## config.mk

```make
export PLATFORM = sky130hd
export DESIGN_NAME = ebr_read_ctrl
export DESIGN_NICKNAME = d
export VERILOG_FILES = /design/src/ebr_pkg.sv /design/src/ebr_in_sync.sv /design/src/ebr_read_ctrl.sv
export SDC_FILE = /design/constraint.sdc
export NUM_CORES = 1
export LEC_CHECK = 0
export BUFFER_PORTS_ARGS = -buffer_cell sky130_fd_sc_hd__buf_2
export CAP_MARGIN = 20
export CORE_MARGIN = 5
export CORE_UTILIZATION = 65
export CTS_BUF_LIST = sky130_fd_sc_hd__clkbuf_4 sky130_fd_sc_hd__clkbuf_8
export CTS_CLUSTER_SIZE = 10
export DETAILED_ROUTE_END_ITERATION = 12
export PLACE_DENSITY = 0.9
export SYNTH_ARGS = -nofsm -noshare
export SYNTH_HDL_FRONTEND = slang
export SYNTH_HIERARCHICAL = 1
export SYNTH_SLANG_ARGS = --single-unit
```

## constraint.sdc

```tcl
create_clock -name sys_clk -period 13.2 [get_ports sys_clk]
set_input_delay 2.64 -clock sys_clk [delete_from_list [all_inputs] [get_ports sys_clk]]
set_output_delay 2.64 -clock sys_clk [all_outputs]
set_load 0.02 [all_outputs]
```

## src/ebr_pkg.sv

```systemverilog
// Shared constants and types for the external bus ready-read controller
`default_nettype none
package ebr_pkg;

  // Register byte offsets on the AXI4-Lite slave
  localparam logic [3:0] REG_TIMING = 4'h0;
  localparam logic [3:0] REG_ADDR = 4'h4;
  localparam logic [3:0] REG_STATUS = 4'h8;
  localparam logic [3:0] REG_RDATA = 4'hc;

  // AXI response codes
  localparam logic [1:0] RESP_OKAY = 2'h0;
  localparam logic [1:0] RESP_SLVERR = 2'h2;

  // Timing configuration value after reset: one cycle each, divider 1
  localparam logic [31:0] TIMING_RESET = 32'h0001_0111;

  // Least lead period and least half-period divider, in cycles
  localparam logic [3:0] MIN_LEAD = 4'h1;
  localparam logic [3:0] MIN_HALF_DIV = 4'h1;

  // Asynchronous ready sampling starts this many timing cycles early
  localparam logic [15:0] ASYNC_EARLY = 16'h0002;

  // Earliest elapsed count at which a ready sample can be taken
  localparam logic [15:0] FIRST_SAMPLE_MIN = 16'h0001;

  // Status field positions
  localparam int STAT_BUSY = 0;
  localparam int STAT_DONE = 1;
  localparam int STAT_WAITS_LSB = 8;

  // Zone timing configuration word as software sees it
  typedef struct packed {
    logic [11:0] unusedHi;            // [31:20] read as zero
    logic [3:0] halfDiv;              // [19:16] sys_clk per half timing cycle
    logic unusedMid;                  // [15] read as zero
    logic doubledTimingSelect;        // [14] bus clock at half timing rate
    logic readySyncSelect;            // [13] 0 synchronous, 1 asynchronous
    logic readySamplingEnable;        // [12] honour the ready input
    logic [3:0] readTrailCycles;      // [11:8]
    logic [3:0] readActiveCycles;     // [7:4]
    logic [3:0] readLeadCycles;       // [3:0]
  } ebr_timing_t;

  // Access sequencer states
  typedef enum logic [2:0] {
    ST_IDLE = 3'b000,
    ST_ALIGN = 3'b001,
    ST_LEAD = 3'b010,
    ST_ACTIVE = 3'b011,
    ST_TRAIL = 3'b100
  } ebr_state_t;

endpackage : ebr_pkg
`default_nettype wire

```

## src/ebr_in_sync.sv

```systemverilog
// Three-stage input synchroniser with second/third stage agreement
`timescale 1ns/100ps
`default_nettype none
module ebr_in_sync #(
  parameter int WIDTH = 1
) (
  input wire logic sys_clk,
  input wire logic srst,
  input wire logic [WIDTH-1:0] asyncIn,
  output logic [WIDTH-1:0] syncOut
);

  // Stage one is read only by stage two
  logic [WIDTH-1:0] stage1;
  logic [WIDTH-1:0] stage2;
  logic [WIDTH-1:0] stage3;
  logic [WIDTH-1:0] next_syncOut;

  // Output moves only on bits where stages two and three agree
  always_comb begin
    next_syncOut = (stage2 & ~(stage2 ^ stage3))
                 | (syncOut & (stage2 ^ stage3));
  end

  // Synchronous reset to zero, then shift every clock
  always_ff @(posedge sys_clk) begin
    if (srst) begin
      stage1 <= '0;
      stage2 <= '0;
      stage3 <= '0;
      syncOut <= '0;
    end else begin
      stage1 <= asyncIn;
      stage2 <= stage1;
      stage3 <= stage2;
      syncOut <= next_syncOut;
    end
  end

endmodule : ebr_in_sync
`default_nettype wire

```

## src/ebr_read_ctrl.sv

```systemverilog
// External bus read sequencer with ready-extended wait states
//
// Decided for this implementation: register access over AXI4-Lite and the register addresses.
`timescale 1ns/100ps
`default_nettype none
module ebr_read_ctrl #(
  parameter int ADDR_W = 19,
  parameter int DATA_W = 16,
  parameter int AXI_AW = 4
) (
  input wire logic sys_clk,
  input wire logic srst,
  // AXI4-Lite slave
  input wire logic [AXI_AW-1:0] s_axi_awaddr,
  input wire logic s_axi_awvalid,
  output logic s_axi_awready,
  input wire logic [31:0] s_axi_wdata,
  input wire logic [3:0] s_axi_wstrb,
  input wire logic s_axi_wvalid,
  output logic s_axi_wready,
  output logic [1:0] s_axi_bresp,
  output logic s_axi_bvalid,
  input wire logic s_axi_bready,
  input wire logic [AXI_AW-1:0] s_axi_araddr,
  input wire logic s_axi_arvalid,
  output logic s_axi_arready,
  output logic [31:0] s_axi_rdata,
  output logic [1:0] s_axi_rresp,
  output logic s_axi_rvalid,
  input wire logic s_axi_rready,
  // External bus pins
  output logic busClockOutput,
  output logic zoneSelectN,
  output logic readStrobeN,
  output logic [ADDR_W-1:0] externalAddressBus,
  input wire logic [DATA_W-1:0] externalDataBus,
  input wire logic externalWaitReady
);

  // Raise a zero count to its least legal value
  function automatic logic [3:0] atLeast(input logic [3:0] v,
                                         input logic [3:0] lo);
    atLeast = (v < lo) ? lo : v;
  endfunction : atLeast

  // Configuration and bus-side state
  ebr_pkg::ebr_timing_t cfg;            // Zone timing configuration
  ebr_pkg::ebr_timing_t next_cfg;
  logic pending;                        // Read request waiting to start
  logic next_pending;
  logic [ADDR_W-1:0] pendAddr;          // Address of the waiting request
  logic [ADDR_W-1:0] next_pendAddr;
  logic [1:0] next_bresp;
  logic next_bvalid;
  logic [31:0] next_rdata;
  logic [1:0] next_rresp;
  logic next_rvalid;

  // Timebase state
  logic [3:0] halfCnt;                  // sys_clk count inside a half
  logic [3:0] next_halfCnt;
  logic halfSel;                        // Second half of a timing cycle
  logic next_halfSel;
  logic timParity;                      // Odd timing cycle index
  logic next_timParity;
  logic next_busClk;
  logic timTick;                        // Last sys_clk of a timing cycle

  // Access sequencer state
  ebr_pkg::ebr_state_t state;
  ebr_pkg::ebr_state_t next_state;
  logic [15:0] elapsed;                 // Timing cycles since access start
  logic [15:0] next_elapsed;
  logic [15:0] waits;                   // Low ready samples so far
  logic [15:0] next_waits;
  logic readyFound;                     // Wait ended or ready unused
  logic next_readyFound;
  logic [DATA_W-1:0] rdData;            // Data captured at strobe release
  logic [DATA_W-1:0] next_rdData;
  logic done;                           // Last access completed
  logic next_done;
  logic [ADDR_W-1:0] next_addrOut;
  logic next_zoneN;
  logic next_readN;
  logic startTake;                      // Sequencer accepts the request

  // Synchronised pins
  logic readySync;
  logic [DATA_W-1:0] dataSync;

  // Ready pin through the three-stage synchroniser
  ebr_in_sync #(.WIDTH(1)) u_ready_sync (
    .sys_clk(sys_clk),
    .srst(srst),
    .asyncIn(externalWaitReady),
    .syncOut(readySync)
  );

  // Read data pins; the partner holds them stable until strobe release
  ebr_in_sync #(.WIDTH(DATA_W)) u_data_sync (
    .sys_clk(sys_clk),
    .srst(srst),
    .asyncIn(externalDataBus),
    .syncOut(dataSync)
  );

  // Derived access figures
  logic [3:0] leadEff;
  logic [3:0] halfDivEff;
  logic [15:0] nomEnd;
  logic [15:0] firstSample;
  logic busy;
  logic wrGo;
  logic rdGo;

  assign leadEff = atLeast(cfg.readLeadCycles, ebr_pkg::MIN_LEAD);
  assign halfDivEff = atLeast(cfg.halfDiv, ebr_pkg::MIN_HALF_DIV);
  assign nomEnd = {12'h000, leadEff} + {12'h000, cfg.readActiveCycles};
  // Async mode moves the first sample two cycles ahead of sync mode, to no earlier than count 1
  assign firstSample = !cfg.readySyncSelect ? nomEnd :
    (nomEnd > ebr_pkg::ASYNC_EARLY + ebr_pkg::FIRST_SAMPLE_MIN) ?
    nomEnd - ebr_pkg::ASYNC_EARLY : ebr_pkg::FIRST_SAMPLE_MIN;
  assign busy = pending || (state != ebr_pkg::ST_IDLE);

  // Timebase: timing cycle is two halves of halfDiv sys_clk each
  always_comb begin
    next_halfCnt = halfCnt + 4'h1;
    next_halfSel = halfSel;
    timTick = 1'b0;
    if (halfCnt >= halfDivEff - 4'h1) begin
      next_halfCnt = 4'h0;
      next_halfSel = ~halfSel;
      timTick = halfSel;
    end
    next_timParity = timTick ? ~timParity : timParity;
    // Half rate: high over even cycles, so even counts meet a rise
    if (cfg.doubledTimingSelect) begin
      next_busClk = ~next_timParity;
    end else begin
      next_busClk = ~next_halfSel;
    end
  end

  // Timebase registers
  always_ff @(posedge sys_clk) begin
    if (srst) begin
      halfCnt <= 4'h0;
      halfSel <= 1'b0;
      timParity <= 1'b0;
      busClockOutput <= 1'b1;
    end else begin
      halfCnt <= next_halfCnt;
      halfSel <= next_halfSel;
      timParity <= next_timParity;
      busClockOutput <= next_busClk;
    end
  end

  // Sequencer: moves only at timing cycle boundaries
  always_comb begin
    logic [15:0] e1;
    logic [15:0] nw;
    logic nf;
    logic activeDone;
    e1 = elapsed + 16'h0001;
    nw = waits;
    nf = readyFound;
    activeDone = 1'b0;
    next_state = state;
    next_elapsed = elapsed;
    next_waits = waits;
    next_readyFound = readyFound;
    next_rdData = rdData;
    next_done = done;
    next_addrOut = externalAddressBus;
    startTake = 1'b0;
    if (timTick) begin
      case (state)
        ebr_pkg::ST_IDLE: begin
          if (pending) begin
            // Half rate and next cycle odd: one aligning cycle first
            if (cfg.doubledTimingSelect && !timParity) begin
              next_state = ebr_pkg::ST_ALIGN;
            end else begin
              next_state = ebr_pkg::ST_LEAD;
              startTake = 1'b1;
            end
          end
        end
        ebr_pkg::ST_ALIGN: begin
          // Controls stayed inactive; lead now meets a rising edge
          next_state = ebr_pkg::ST_LEAD;
          startTake = 1'b1;
        end
        ebr_pkg::ST_LEAD, ebr_pkg::ST_ACTIVE, ebr_pkg::ST_TRAIL: begin
          // Ready sample at this boundary, once the first point is due
          if (!nf && e1 >= firstSample) begin
            if (readySync) begin
              nf = 1'b1;
            end else begin
              nw = waits + 16'h0001;
            end
          end
          activeDone = nf && (e1 >= nomEnd + nw);
          next_elapsed = e1;
          next_waits = nw;
          next_readyFound = nf;
          // Capture read data as the strobe is released
          if (activeDone && state != ebr_pkg::ST_TRAIL) begin
            next_rdData = dataSync;
          end
          if (activeDone &&
              e1 >= nomEnd + nw + {12'h000, cfg.readTrailCycles}) begin
            next_state = ebr_pkg::ST_IDLE;
            next_done = 1'b1;
          end else if (activeDone) begin
            next_state = ebr_pkg::ST_TRAIL;
          end else if (e1 >= {12'h000, leadEff}) begin
            next_state = ebr_pkg::ST_ACTIVE;
          end
        end
        default: begin
          next_state = ebr_pkg::ST_IDLE;
        end
      endcase
      if (startTake) begin
        next_addrOut = pendAddr;
        next_elapsed = 16'h0000;
        next_waits = 16'h0000;
        // Sampling off: no sample ever taken, counts alone decide
        next_readyFound = !cfg.readySamplingEnable;
        next_done = 1'b0;
      end
    end
    // Strobes from the next state; alignment shows as inactive
    next_zoneN = !(next_state == ebr_pkg::ST_LEAD ||
                   next_state == ebr_pkg::ST_ACTIVE ||
                   next_state == ebr_pkg::ST_TRAIL);
    next_readN = !(next_state == ebr_pkg::ST_ACTIVE);
  end

  // Sequencer registers
  always_ff @(posedge sys_clk) begin
    if (srst) begin
      state <= ebr_pkg::ST_IDLE;
      elapsed <= 16'h0000;
      waits <= 16'h0000;
      readyFound <= 1'b1;
      rdData <= '0;
      done <= 1'b0;
      externalAddressBus <= '0;
      zoneSelectN <= 1'b1;
      readStrobeN <= 1'b1;
    end else begin
      state <= next_state;
      elapsed <= next_elapsed;
      waits <= next_waits;
      readyFound <= next_readyFound;
      rdData <= next_rdData;
      done <= next_done;
      externalAddressBus <= next_addrOut;
      zoneSelectN <= next_zoneN;
      readStrobeN <= next_readN;
    end
  end

  // AXI handshakes: write waits for both address and data
  assign wrGo = s_axi_awvalid && s_axi_wvalid && !s_axi_bvalid;
  assign rdGo = s_axi_arvalid && !s_axi_rvalid;
  assign s_axi_awready = wrGo;
  assign s_axi_wready = wrGo;
  assign s_axi_arready = !s_axi_rvalid;

  // Register file next values
  always_comb begin
    logic [31:0] cfgWord;
    cfgWord = cfg;
    next_cfg = cfg;
    next_pending = pending && !startTake;
    next_pendAddr = pendAddr;
    next_bresp = s_axi_bresp;
    next_bvalid = s_axi_bvalid && !s_axi_bready;
    next_rdata = s_axi_rdata;
    next_rresp = s_axi_rresp;
    next_rvalid = s_axi_rvalid && !s_axi_rready;
    if (wrGo) begin
      next_bvalid = 1'b1;
      next_bresp = ebr_pkg::RESP_OKAY;
      case (s_axi_awaddr)
        ebr_pkg::REG_TIMING: begin
          for (int b = 0; b < 4; b++) begin
            if (s_axi_wstrb[b]) begin
              cfgWord[b*8 +: 8] = s_axi_wdata[b*8 +: 8];
            end
          end
          next_cfg = cfgWord;
          // Unused fields always read back as zero
          next_cfg.unusedHi = 12'h000;
          next_cfg.unusedMid = 1'b0;
        end
        ebr_pkg::REG_ADDR: begin
          // Only one read in flight; a request while busy is refused
          if (busy) begin
            next_bresp = ebr_pkg::RESP_SLVERR;
          end else begin
            next_pending = 1'b1;
            next_pendAddr = s_axi_wdata[ADDR_W-1:0];
          end
        end
        default: begin
          next_bresp = ebr_pkg::RESP_SLVERR;
        end
      endcase
    end
    if (rdGo) begin
      next_rvalid = 1'b1;
      next_rresp = ebr_pkg::RESP_OKAY;
      next_rdata = 32'h0000_0000;
      case (s_axi_araddr)
        ebr_pkg::REG_TIMING: begin
          next_rdata = cfg;
        end
        ebr_pkg::REG_ADDR: begin
          next_rdata[ADDR_W-1:0] = externalAddressBus;
        end
        ebr_pkg::REG_STATUS: begin
          next_rdata[ebr_pkg::STAT_BUSY] = busy;
          next_rdata[ebr_pkg::STAT_DONE] = done;
          next_rdata[ebr_pkg::STAT_WAITS_LSB +: 8] = waits[7:0];
        end
        ebr_pkg::REG_RDATA: begin
          next_rdata[DATA_W-1:0] = rdData;
        end
        default: begin
          next_rresp = ebr_pkg::RESP_SLVERR;
        end
      endcase
    end
  end

  // Register file and response registers
  always_ff @(posedge sys_clk) begin
    if (srst) begin
      cfg <= ebr_pkg::TIMING_RESET;
      pending <= 1'b0;
      pendAddr <= '0;
      s_axi_bresp <= ebr_pkg::RESP_OKAY;
      s_axi_bvalid <= 1'b0;
      s_axi_rdata <= 32'h0000_0000;
      s_axi_rresp <= ebr_pkg::RESP_OKAY;
      s_axi_rvalid <= 1'b0;
    end else begin
      cfg <= next_cfg;
      pending <= next_pending;
      pendAddr <= next_pendAddr;
      s_axi_bresp <= next_bresp;
      s_axi_bvalid <= next_bvalid;
      s_axi_rdata <= next_rdata;
      s_axi_rresp <= next_rresp;
      s_axi_rvalid <= next_rvalid;
    end
  end

endmodule : ebr_read_ctrl
`default_nettype wire

```

==> results of run 1 <==
==> worst max-delay path, delay by kind of cell, from the launching register on <==
family	cells	cell delay, ns
AND/OR/NAND/NOR	13	3.85
AO/OA/AOI/OAI	10	2.84
adder cells (fa/ha/maj)	7	2.22
XOR/XNOR	3	0.67
flip-flops	1	0.39
buffers and inverters	1	0.12
==> metal layers <==
metal | global-route usage | wire [µm]
met1 | 0.354 | 12100
met2 | 0.462 | 13600
met3 | 0.0752 | 2500
met4 | 0.137 | 1410
met5 | 0 | 26
==> power by group through the flow <==
stage / clock network (mW) / registers (mW) / logic, mW
floorplan: 0 / 0.669 / 0.0493
global placement: 0 / 0.668 / 0.0679
detailed placement: 0 / 0.669 / 0.0694
CTS: 0.599 / 0.655 / 0.0702
global route: 0.632 / 0.656 / 0.0774
finish: 0.595 / 0.655 / 0.0717
==> per-stage QoR <==
stage | utilization | instance area (µm²)
floorplan | - | 11300
global route | 0.732 | 12500
global placement | 0.687 | 11800
detailed placement | 0.687 | 11800
finish | 0.732 | 12500
CTS | 0.729 | 12500
==> cell families (layout without fill, tap and decap cells) <==
family,after synthesis,count (layout),share of synthesized area
xor+xnor,50,50,0.0396
simple gates,527,527,0.228
flops,212,212,0.377
fa+ha+maj,79,79,0.0898
buf+inv,111,205,0.0474
mux,39,39,0.0359
compound gates,309,309,0.182
other cells,1,18,0.000333
==> layout by cell type (no fill, tap or decap), types with 29 or more instances in the layout <==
cell type                  instances
sky130_fd_sc_hd__dfxtp_1         212
sky130_fd_sc_hd__nand2_1         178
sky130_fd_sc_hd__nor2_1          120
sky130_fd_sc_hd__buf_2           102
sky130_fd_sc_hd__a21oi_1         101
sky130_fd_sc_hd__ha_1             76
sky130_fd_sc_hd__o21ai_0          57
sky130_fd_sc_hd__nor2b_1          56
sky130_fd_sc_hd__nand3_1          51
sky130_fd_sc_hd__clkbuf_8         41
sky130_fd_sc_hd__mux2i_1          37
sky130_fd_sc_hd__a21o_1           31
sky130_fd_sc_hd__xnor2_1          31
sky130_fd_sc_hd__nor3_1           30
sky130_fd_sc_hd__inv_1            29
==> final cells by class <==
cell class,count,area (µm²)
well taps,225,282
flip-flops and latches,212,4240
clock inverters,8,57.6
fillers,1189,4590
clock buffers,55,669
repair buffers,112,609
multi-input cells,1018,6540
diodes,4,10.0
inverters,30,113
==> state kept, by name, summed over array words and instances, names as in the netlist, 3 cells and up, named ones only <==
| register | count |
|---|---|
| waits | 16 |
| state | 3 |
| s_axi_rdata | 20 |
| halfCnt | 4 |
| cfg | 19 |
| u_data_sync/stage3 | 16 |
| elapsed | 16 |
| pendAddr | 19 |
| externalAddressBus | 19 |
| u_data_sync/stage1 | 16 |
| rdData | 16 |
| u_data_sync/stage2 | 16 |
==> worst max-delay path by stage <==
stage / from / end / cells past startpoint
detailed placement: cfg[3]$_SDFFE_PP0P_ / rdData[13]$_SDFFE_PP0P_ / 33
global route: cfg[3]$_SDFFE_PP0P_ / readStrobeN$_SDFF_PP1_ / 34
CTS: cfg[3]$_SDFFE_PP0P_ / rdData[13]$_SDFFE_PP0P_ / 33
global placement: cfg[3]$_SDFFE_PP0P_ / readStrobeN$_SDFF_PP1_ / 34
floorplan: cfg[3]$_SDFFE_PP0P_ / readStrobeN$_SDFF_PP1_ / 34
finish: cfg[3]$_SDFFE_PP0P_ / readStrobeN$_SDFF_PP1_ / 34
==> reports/qor.log, run 1 <==
[outcome] result of the run complete, no violations
[global_route] global-route wire length before repair 47300 µm
[route] violation count after the first detailed-routing iteration 818
[finish] Layout area overhead 11.2%
[clock_tree] maximum level of the CTS H-tree 2
[sta] time the final worst path needs with I/O delays and setup 10.23 ns
[clock_tree] number of CTS-inserted buffers 35
[setup_path] CP Capture Type register
[power] Power Dens Cells 106 nW/µm²
[floorplan] Initial Utilization 0.658
[clock_tree] TritonCTS sink count 212
[route] number of detailed-route iterations in the first pass 6
[sta] final hold vios 0
[power] post-layout total power 1.32 mW
[power] net switching power figure 0.323 mW
[clock_tree] clock transition time at the flip-flop clock pins of the worst setup and hold paths 0.07 ns
[route] Post-Route WL 29600 µm
[global_route] number of antenna violations at the first check in global routing 6
[setup_path] maximum fanout along the worst path 11
[route] Post-DRT Antenna Nets 0
[global_route] vias in the first global route 9869
[global_route] Overall Global Routing Usage 0.285
[logic_synthesis] post-synthesis cell count 1328
[clock_tree] hold_buf cts 0
[logic_synthesis] sequential area share after synthesis 0.377
[setup_path] end of the worst register-to-register path readStrobeN$_SDFF_PP1_
[global_route] maximum number of pins on one net before global-route repair 87
[logic_synthesis] number of synthesized register bits 212
[logic_synthesis] count of distinct cell types in the synthesized netlist 85
[setup_path] class of the most critical setup path register to register
[placed_design] placed wire-length estimate 19900 µm
[sta] RSZ-0062 raised after global routing false
[power] sequential group share of total power 0.496
[logic_synthesis] post-synthesis instance area 11300 µm²
[setup_path] logic depth of the worst register-to-register path 34
[clock_tree] deepest clock path buffer count 3
[logic_synthesis] largest area contributor in the netlist sky130_fd_sc_hd__dfxtp_1
[sta] post-route setup TNS 0 ns
[clock_tree] number of setup buffers added after CTS 0
[sta] final worst hold slack 0.436 ns
[placed_design] number of cells after detailed placement 1596
[placed_design] routability congestion estimate 0.927
[sta] slack of the critical path 2.97 ns
[power] clock group share of total power 0.450
[setup_path] critical register-to-register path startpoint cfg[3]$_SDFFE_PP0P_
[logic_synthesis] largest cells by area after synthesis sky130_fd_sc_hd__dfxtp_1 38%, sky130_fd_sc_hd__ha_1 8.4%, sky130_fd_sc_hd__nand2_1 5.9%, sky130_fd_sc_hd__a21oi_1 4.5%, sky130_fd_sc_hd__nor2_1 4.0%
[route] post-route DRC violation count 0
[power] Static Leak 5.01 nW
[logic_synthesis] most numerous cell types in the synthesized netlist 212 x sky130_fd_sc_hd__dfxtp_1, 178 x sky130_fd_sc_hd__nand2_1, 120 x sky130_fd_sc_hd__nor2_1
[sta] post-route fraction of the period consumed by the critical path 0.775
[floorplan] I/O pin count 131
[setup_path] library cell contributing the largest single delay on the critical path sky130_fd_sc_hd__or4b_2
[clock_tree] clock latency of the later-clocked register in the worst-skew pair 0.54 ns
[route] average detailed-routed wire length per instance 17.8 µm
[power] Worst IR Drop VDD 0.109 mV
[power] sw frac 0.245
[sta] worst slew margin relative to its limit 0.355
[placed_design] count of port buffers added during placement 103
[floorplan] standard-cell rows 48
[worst_hold_path] Cells on Worst Hold Path 1
[logic_synthesis] cell with the most instances after synthesis sky130_fd_sc_hd__dfxtp_1
[setup_path] Setup crit start kind register
[worst_hold_path] worst hold path type register to register
[flow_run] # Max-Cap Violations 0
[sta] clock skew after layout 0.0267 ns
[setup_path] setup slack of the worst register-to-register path 2.97 ns
[sta] Peak Freq 97.8 MHz
[route] total vias in the final route 10200
[logic_synthesis] Primary FF master, synth sky130_fd_sc_hd__dfxtp_1
[worst_hold_path] startpoint of the lowest-slack hold path u_data_sync/stage1[5]$_SDFF_PP0_
[setup_path] Worst EP arrival 10.63 ns
[setup_path] highest cell delay on the worst timing path 0.81 ns
[finish] Final nets 1556
[finish] Post-Layout Cell Count 1664
[worst_hold_path] Worst Hold Endpoint u_data_sync/stage2[5]$_SDFF_PP0_
[floorplan] die width 142 µm
[global_route] Overflow after GRT 0
[floorplan] die height 142 µm
[setup_path] Crit path required time 13.60 ns
[power] proportion of power drawn by combinational gates 0.054
[clock_tree] cell at the root of the clock tree sky130_fd_sc_hd__clkbuf_8
[logic_synthesis] Yosys Warn Count 6
[sta] worst-margin pin slew 0.967 ns
[floorplan] core box area 17100 µm²
[logic_synthesis] async set-or-reset flop fraction in the synthesized netlist 0
[clock_tree] total of cells resized after clock tree synthesis 0
[route] detail-routed via count per cell 6.13
[setup_path] Top cell by count, worst path sky130_fd_sc_hd__ha_1
[logic_synthesis] count of flip-flops with a built-in enable after synthesis 0
[clock_tree] TritonCTS clock tree done
[placed_design] worst slack after detailed placement 3.11 ns
[sta] count of final setup violators 0
[logic_synthesis] Yosys top cell area share 0.377
[logic_synthesis] Avg Inst Size Synth 8.48 µm²
[sta] number of slew-limit violations in the final report 0
[floorplan] full die area 20100 µm²
[finish] share of cells above drive strength 1 0.158
[power] internal cell power 0.999 mW
Note: power is estimated with default switching activity, not from simulation.
==> inputs of run 2 (changes only) <==
Settings changed: CORE_UTILIZATION 65 to 61, PLACE_DENSITY 0.9 to 0.85.
Clock period 13.2 ns to 10.37 ns, I/O delays scaled along.
==> reports/qor.log, run 2 (synthesis gave the netlist of run 1 again) <==
[route] total vias in the final route 9871
[sta] RSZ-0062 raised after global routing false
[floorplan] core box area 18100 µm²
[floorplan] standard-cell rows 49
[floorplan] I/O pin count 131
[flow_run] # Max-Cap Violations 0
[clock_tree] number of CTS-inserted buffers 35
[setup_path] library cell contributing the largest single delay on the critical path sky130_fd_sc_hd__or4b_2
[clock_tree] hold_buf cts 0
[route] detail-routed via count per cell 5.94
[finish] Largest register FFs 20
[setup_path] highest cell delay on the worst timing path 0.79 ns
[global_route] number of antenna violations at the first check in global routing 4
[global_route] Overflow after GRT 0
[finish] top register by number of flip-flops s_axi_rdata
[power] Static Leak 5.02 nW
[sta] Peak Freq 102 MHz
[sta] time the final worst path needs with I/O delays and setup 9.77 ns
[global_route] maximum number of pins on one net before global-route repair 97
[setup_path] Setup crit start kind register
[setup_path] Worst EP arrival 10.17 ns
[floorplan] Initial Utilization 0.623
[route] number of detailed-route iterations in the first pass 5
[clock_tree] clock transition time at the flip-flop clock pins of the worst setup and hold paths 0.06 ns
[setup_path] CP Capture Type register
[route] Post-Route WL 28300 µm
[sta] post-route setup TNS 0 ns
[clock_tree] deepest clock path buffer count 3
[floorplan] die height 146 µm
[placed_design] routability congestion estimate 0.909
[finish] final design instance area without fill 12500 µm²
[clock_tree] clock latency of the later-clocked register in the worst-skew pair 0.54 ns
[finish] Final nets 1557
[sta] final hold vios 0
[clock_tree] maximum level of the CTS H-tree 2
[finish] FILL cells 1371
[sta] clock skew after layout 0.0259 ns
[setup_path] maximum fanout along the worst path 11
[global_route] global-route wire length before repair 45900 µm
[floorplan] full die area 21300 µm²
[global_route] vias in the first global route 9476
[setup_path] Crit path required time 10.77 ns
[finish] commonest cells after routing, fill and taps aside 212 x sky130_fd_sc_hd__dfxtp_1, 178 x sky130_fd_sc_hd__nand2_1, 120 x sky130_fd_sc_hd__nor2_1
[clock_tree] TritonCTS clock tree done
[setup_path] class of the most critical setup path register to register
[worst_hold_path] worst hold path type register to register
[outcome] result of the run complete, no violations
[finish] Layout area overhead 11.3%
[route] Post-DRT Antenna Nets 0
[route] post-route DRC violation count 0
[sta] number of slew-limit violations in the final report 0
[sta] worst slew margin relative to its limit 0.319
[clock_tree] number of setup buffers added after CTS 0
[clock_tree] TritonCTS sink count 212
[clock_tree] total of cells resized after clock tree synthesis 0
[setup_path] Top cell by count, worst path sky130_fd_sc_hd__ha_1
[placed_design] Area after DPL 11800 µm²
[placed_design] count of port buffers added during placement 103
[route] average detailed-routed wire length per instance 17.0 µm
[power] Power Dens Cells 136 nW/µm²
[placed_design] placed wire-length estimate 19800 µm
[global_route] Overall Global Routing Usage 0.256
[sta] post-route fraction of the period consumed by the critical path 0.942
[finish] share of cells above drive strength 1 0.157
[floorplan] die width 146 µm
[clock_tree] cell at the root of the clock tree sky130_fd_sc_hd__clkbuf_8
[route] violation count after the first detailed-routing iteration 708
[power] Worst IR Drop VDD 0.161 mV
[sta] worst-margin pin slew 1.02 ns
[finish] most frequent standard cell in the layout excluding fill and tap cells sky130_fd_sc_hd__dfxtp_1
[sta] count of final setup violators 0
-- run 2: critical path, delay by kind of cell, from the launching register on --
kind	cells	cell delay (ns)
and+or+nand+nor	14	3.39
adders and majority gates	8	2.75
AOI/OAI and AO/OA	8	2.20
xor gates and xnor gates	3	0.71
DFF	1	0.41
buffers and inverters	2	0.18
-- run 2: stage by stage --
stage / cells / setup WS [ns] / util / power [mW] / hold WS [ns]
finish: 1663 / 0.597 / 0.693 / 1.71 / 0.441
global route: 1662 / 0.126 / 0.693 / 1.77 / 0.461
CTS: 1662 / 0.669 / 0.693 / 1.72 / 0.435
detailed placement: 1602 / 0.723 / 0.651 / 0.940 / 0.423
global placement: 1602 / 0.894 / 0.651 / 0.939 / 0.416
floorplan: 1341 / 1.48 / - / 0.915 / 0.414
-- run 2: final timing paths --
kind,startpoint,endpoint,slack (ns),cells past startpoint
max,cfg[3]$_SDFFE_PP0P_,readStrobeN$_SDFF_PP1_,0.60,35
min,u_data_sync/stage1[13]$_SDFF_PP0_,u_data_sync/stage2[13]$_SDFF_PP0_,0.44,1
max reg2reg,cfg[3]$_SDFFE_PP0P_,readStrobeN$_SDFF_PP1_,0.60,35
min reg2reg,u_data_sync/stage1[13]$_SDFF_PP0_,u_data_sync/stage2[13]$_SDFF_PP0_,0.44,1
-- run 2: per-layer routing --
metal  vias up  track usage  part of all wire
met5         -            0            0.0014
met4         6       0.0869             0.025
met3        60       0.0604             0.079
met2       324        0.421              0.47
met1      4658        0.333              0.43
li1       4823            -                 -
-- run 2: power breakdown --
group / switching (mW) / internal (mW)
Clock: 0.332 / 0.455
Combinational: 0.0623 / 0.0288
Sequential: 0.00613 / 0.827
-- run 2: cell type report --
| class | instances | area, µm² | area share |
|---|---|---|---|
| diodes | 1 | 2.50 | 0.000200 |
| clock buffers | 52 | 653 | 0.0521 |
| clock inverters | 8 | 98.8 | 0.00789 |
| inverters | 30 | 113 | 0.00898 |
| multi-input cells | 1018 | 6540 | 0.522 |
| flip-flops and latches | 212 | 4240 | 0.339 |
| well taps | 229 | 287 | 0.0229 |
| repair buffers | 113 | 597 | 0.0476 |
==> inputs of run 3 (changes only) <==
Settings changed: CORE_MARGIN 5 to 4.
==> reports/qor.log, run 3 (synthesis gave the netlist of run 1 again) <==
[outcome] result of the run complete, no violations
[power] Static Leak 4.99 nW
[setup_path] library cell contributing the largest single delay on the critical path sky130_fd_sc_hd__or4b_2
[clock_tree] number of setup buffers added after CTS 0
[clock_tree] maximum level of the CTS H-tree 2
[route] average detailed-routed wire length per instance 16.9 µm
[clock_tree] deepest clock path buffer count 3
[route] detail-routed via count per cell 5.95
[setup_path] highest cell delay on the worst timing path 0.79 ns
[floorplan] full die area 20700 µm²
[finish] Storage cell area 4240 µm²
[setup_path] class of the most critical setup path register to register
[power] Worst IR Drop VDD 0.111 mV
[finish] commonest cells after routing, fill and taps aside 212 x sky130_fd_sc_hd__dfxtp_1, 178 x sky130_fd_sc_hd__nand2_1, 120 x sky130_fd_sc_hd__nor2_1
[floorplan] standard-cell rows 49
[floorplan] core box area 18100 µm²
[sta] number of slew-limit violations in the final report 0
[placed_design] count of port buffers added during placement 103
[route] total vias in the final route 9890
[global_route] global-route wire length before repair 45200 µm
[setup_path] critical register-to-register path startpoint cfg[3]$_SDFFE_PP0P_
[route] violation count after the first detailed-routing iteration 769
[floorplan] die height 144 µm
[flow_run] # Max-Cap Violations 0
[power] Power Dens Cells 133 nW/µm²
[global_route] maximum number of pins on one net before global-route repair 82
[finish] FILL cells 1393
[setup_path] Worst EP arrival 10.18 ns
[floorplan] Initial Utilization 0.623
[global_route] Overflow after GRT 0
[route] Post-Route WL 28200 µm
[clock_tree] total of cells resized after clock tree synthesis 0
[floorplan] die width 144 µm
[sta] Peak Freq 102 MHz
[setup_path] Setup crit start kind register
[global_route] Overall Global Routing Usage 0.268
[clock_tree] cell at the root of the clock tree sky130_fd_sc_hd__clkbuf_8
[clock_tree] TritonCTS clock tree done
[finish] most frequent standard cell in the layout excluding fill and tap cells sky130_fd_sc_hd__dfxtp_1
[placed_design] worst slack after detailed placement 0.698 ns
[sta] worst slew margin relative to its limit 0.313
[placed_design] routability congestion estimate 0.927
[route] Post-DRT Antenna Nets 0
[finish] share of cells above drive strength 1 0.157
[sta] RSZ-0062 raised after global routing false
[setup_path] Crit path required time 10.76 ns
[clock_tree] clock latency of the later-clocked register in the worst-skew pair 0.53 ns
[clock_tree] hold_buf cts 0
[worst_hold_path] worst hold path type register to register
[finish] Final nets 1557
[sta] slack of the critical path 0.580 ns
[finish] top register by number of flip-flops s_axi_rdata
[sta] time the final worst path needs with I/O delays and setup 9.79 ns
[finish] Layout area overhead 10.8%
[global_route] vias in the first global route 9500
[setup_path] CP Launch Point cfg[3]$_SDFFE_PP0P_
[clock_tree] number of CTS-inserted buffers 35
[sta] clock skew after layout 0.0287 ns
[global_route] number of antenna violations at the first check in global routing 5
[finish] Largest register FFs 20
[setup_path] Top cell by count, worst path sky130_fd_sc_hd__ha_1
[finish] multi-input gate area in the final layout 6540 µm²
[clock_tree] TritonCTS sink count 212
[sta] post-route setup TNS 0 ns
[floorplan] I/O pin count 131
[sta] worst-margin pin slew 1.00 ns
[sta] final hold vios 0
[clock_tree] clock transition time at the flip-flop clock pins of the worst setup and hold paths 0.06 ns
[route] number of detailed-route iterations in the first pass 6
[worst_hold_path] startpoint of the lowest-slack hold path u_data_sync/stage1[4]$_SDFF_PP0_
[setup_path] CP Capture Type register
[placed_design] placed wire-length estimate 20100 µm
[sta] post-route fraction of the period consumed by the critical path 0.944
[sta] count of final setup violators 0
[route] post-route DRC violation count 0
[setup_path] maximum fanout along the worst path 11
run 3: changes by cell type in the layout (fill, tap and decap cells not counted), sizes merged:
cell and change:
bufinv -2, clkbuf +2
run 3: final timing paths:
path / endpoint / slack (ns) / cells past startpoint
hold / removal: u_data_sync/stage2[4]$_SDFF_PP0_ / 0.43 / 1
hold reg to reg: u_data_sync/stage2[4]$_SDFF_PP0_ / 0.43 / 1
setup reg to reg: readStrobeN$_SDFF_PP1_ / 0.58 / 34
setup / recovery: readStrobeN$_SDFF_PP1_ / 0.58 / 34
run 3: area by class of cell:
class	count	share of cell area
multi-input cells	1018	0.524
flip-flops and latches	212	0.340
clock buffers	54	0.0526
repair buffers	113	0.0478
well taps	229	0.0230
inverters	30	0.00903
clock inverters	6	0.00311
diodes	1	0.000201
run 3: per-layer routing:
metal / wire (µm) / GRT usage / vias up
li1: - / - / 4830
met1: 11900 / 0.341 / 4665
met2: 13300 / 0.439 / 317
met3: 2160 / 0.0696 / 70
met4: 798 / 0.101 / 8
met5: 60 / 0 / -
run 3: report_power, final:
group | switching, mW | total [mW] | internal, mW | leakage [nW]
Combinational | 0.0607 | 0.0895 | 0.0287 | 2.90
Clock | 0.327 | 0.731 | 0.404 | 0.374
Sequential | 0.00648 | 0.834 | 0.827 | 1.72
Total | 0.394 | 1.65 | 1.26 | 4.99
run 3: critical path, delay by kind of cell, from the launching register on:
family,cells,cell delay [ns]
AOI/OAI and AO/OA,10,2.92
xor gates and xnor gates,4,0.86
adders and majority gates,6,1.85
buffers and inverters,1,0.10
DFF,1,0.40
muxes,1,0.35
and+or+nand+nor,12,3.16
run 3: metrics by stage:
step | util | hold WS [ns] | instance area (µm²) | instances | power, mW
3_5_place_dp | 0.651 | 0.427 | 11800 | 1602 | 0.939
5_1_grt | 0.690 | 0.451 | 12500 | 1663 | 1.72
3_3_place_gp | 0.651 | 0.415 | 11800 | 1602 | 0.937
2_1_floorplan | - | 0.414 | 11300 | 1341 | 0.915
6_report | 0.690 | 0.434 | 12500 | 1663 | 1.65
4_1_cts | 0.690 | 0.439 | 12500 | 1662 | 1.67
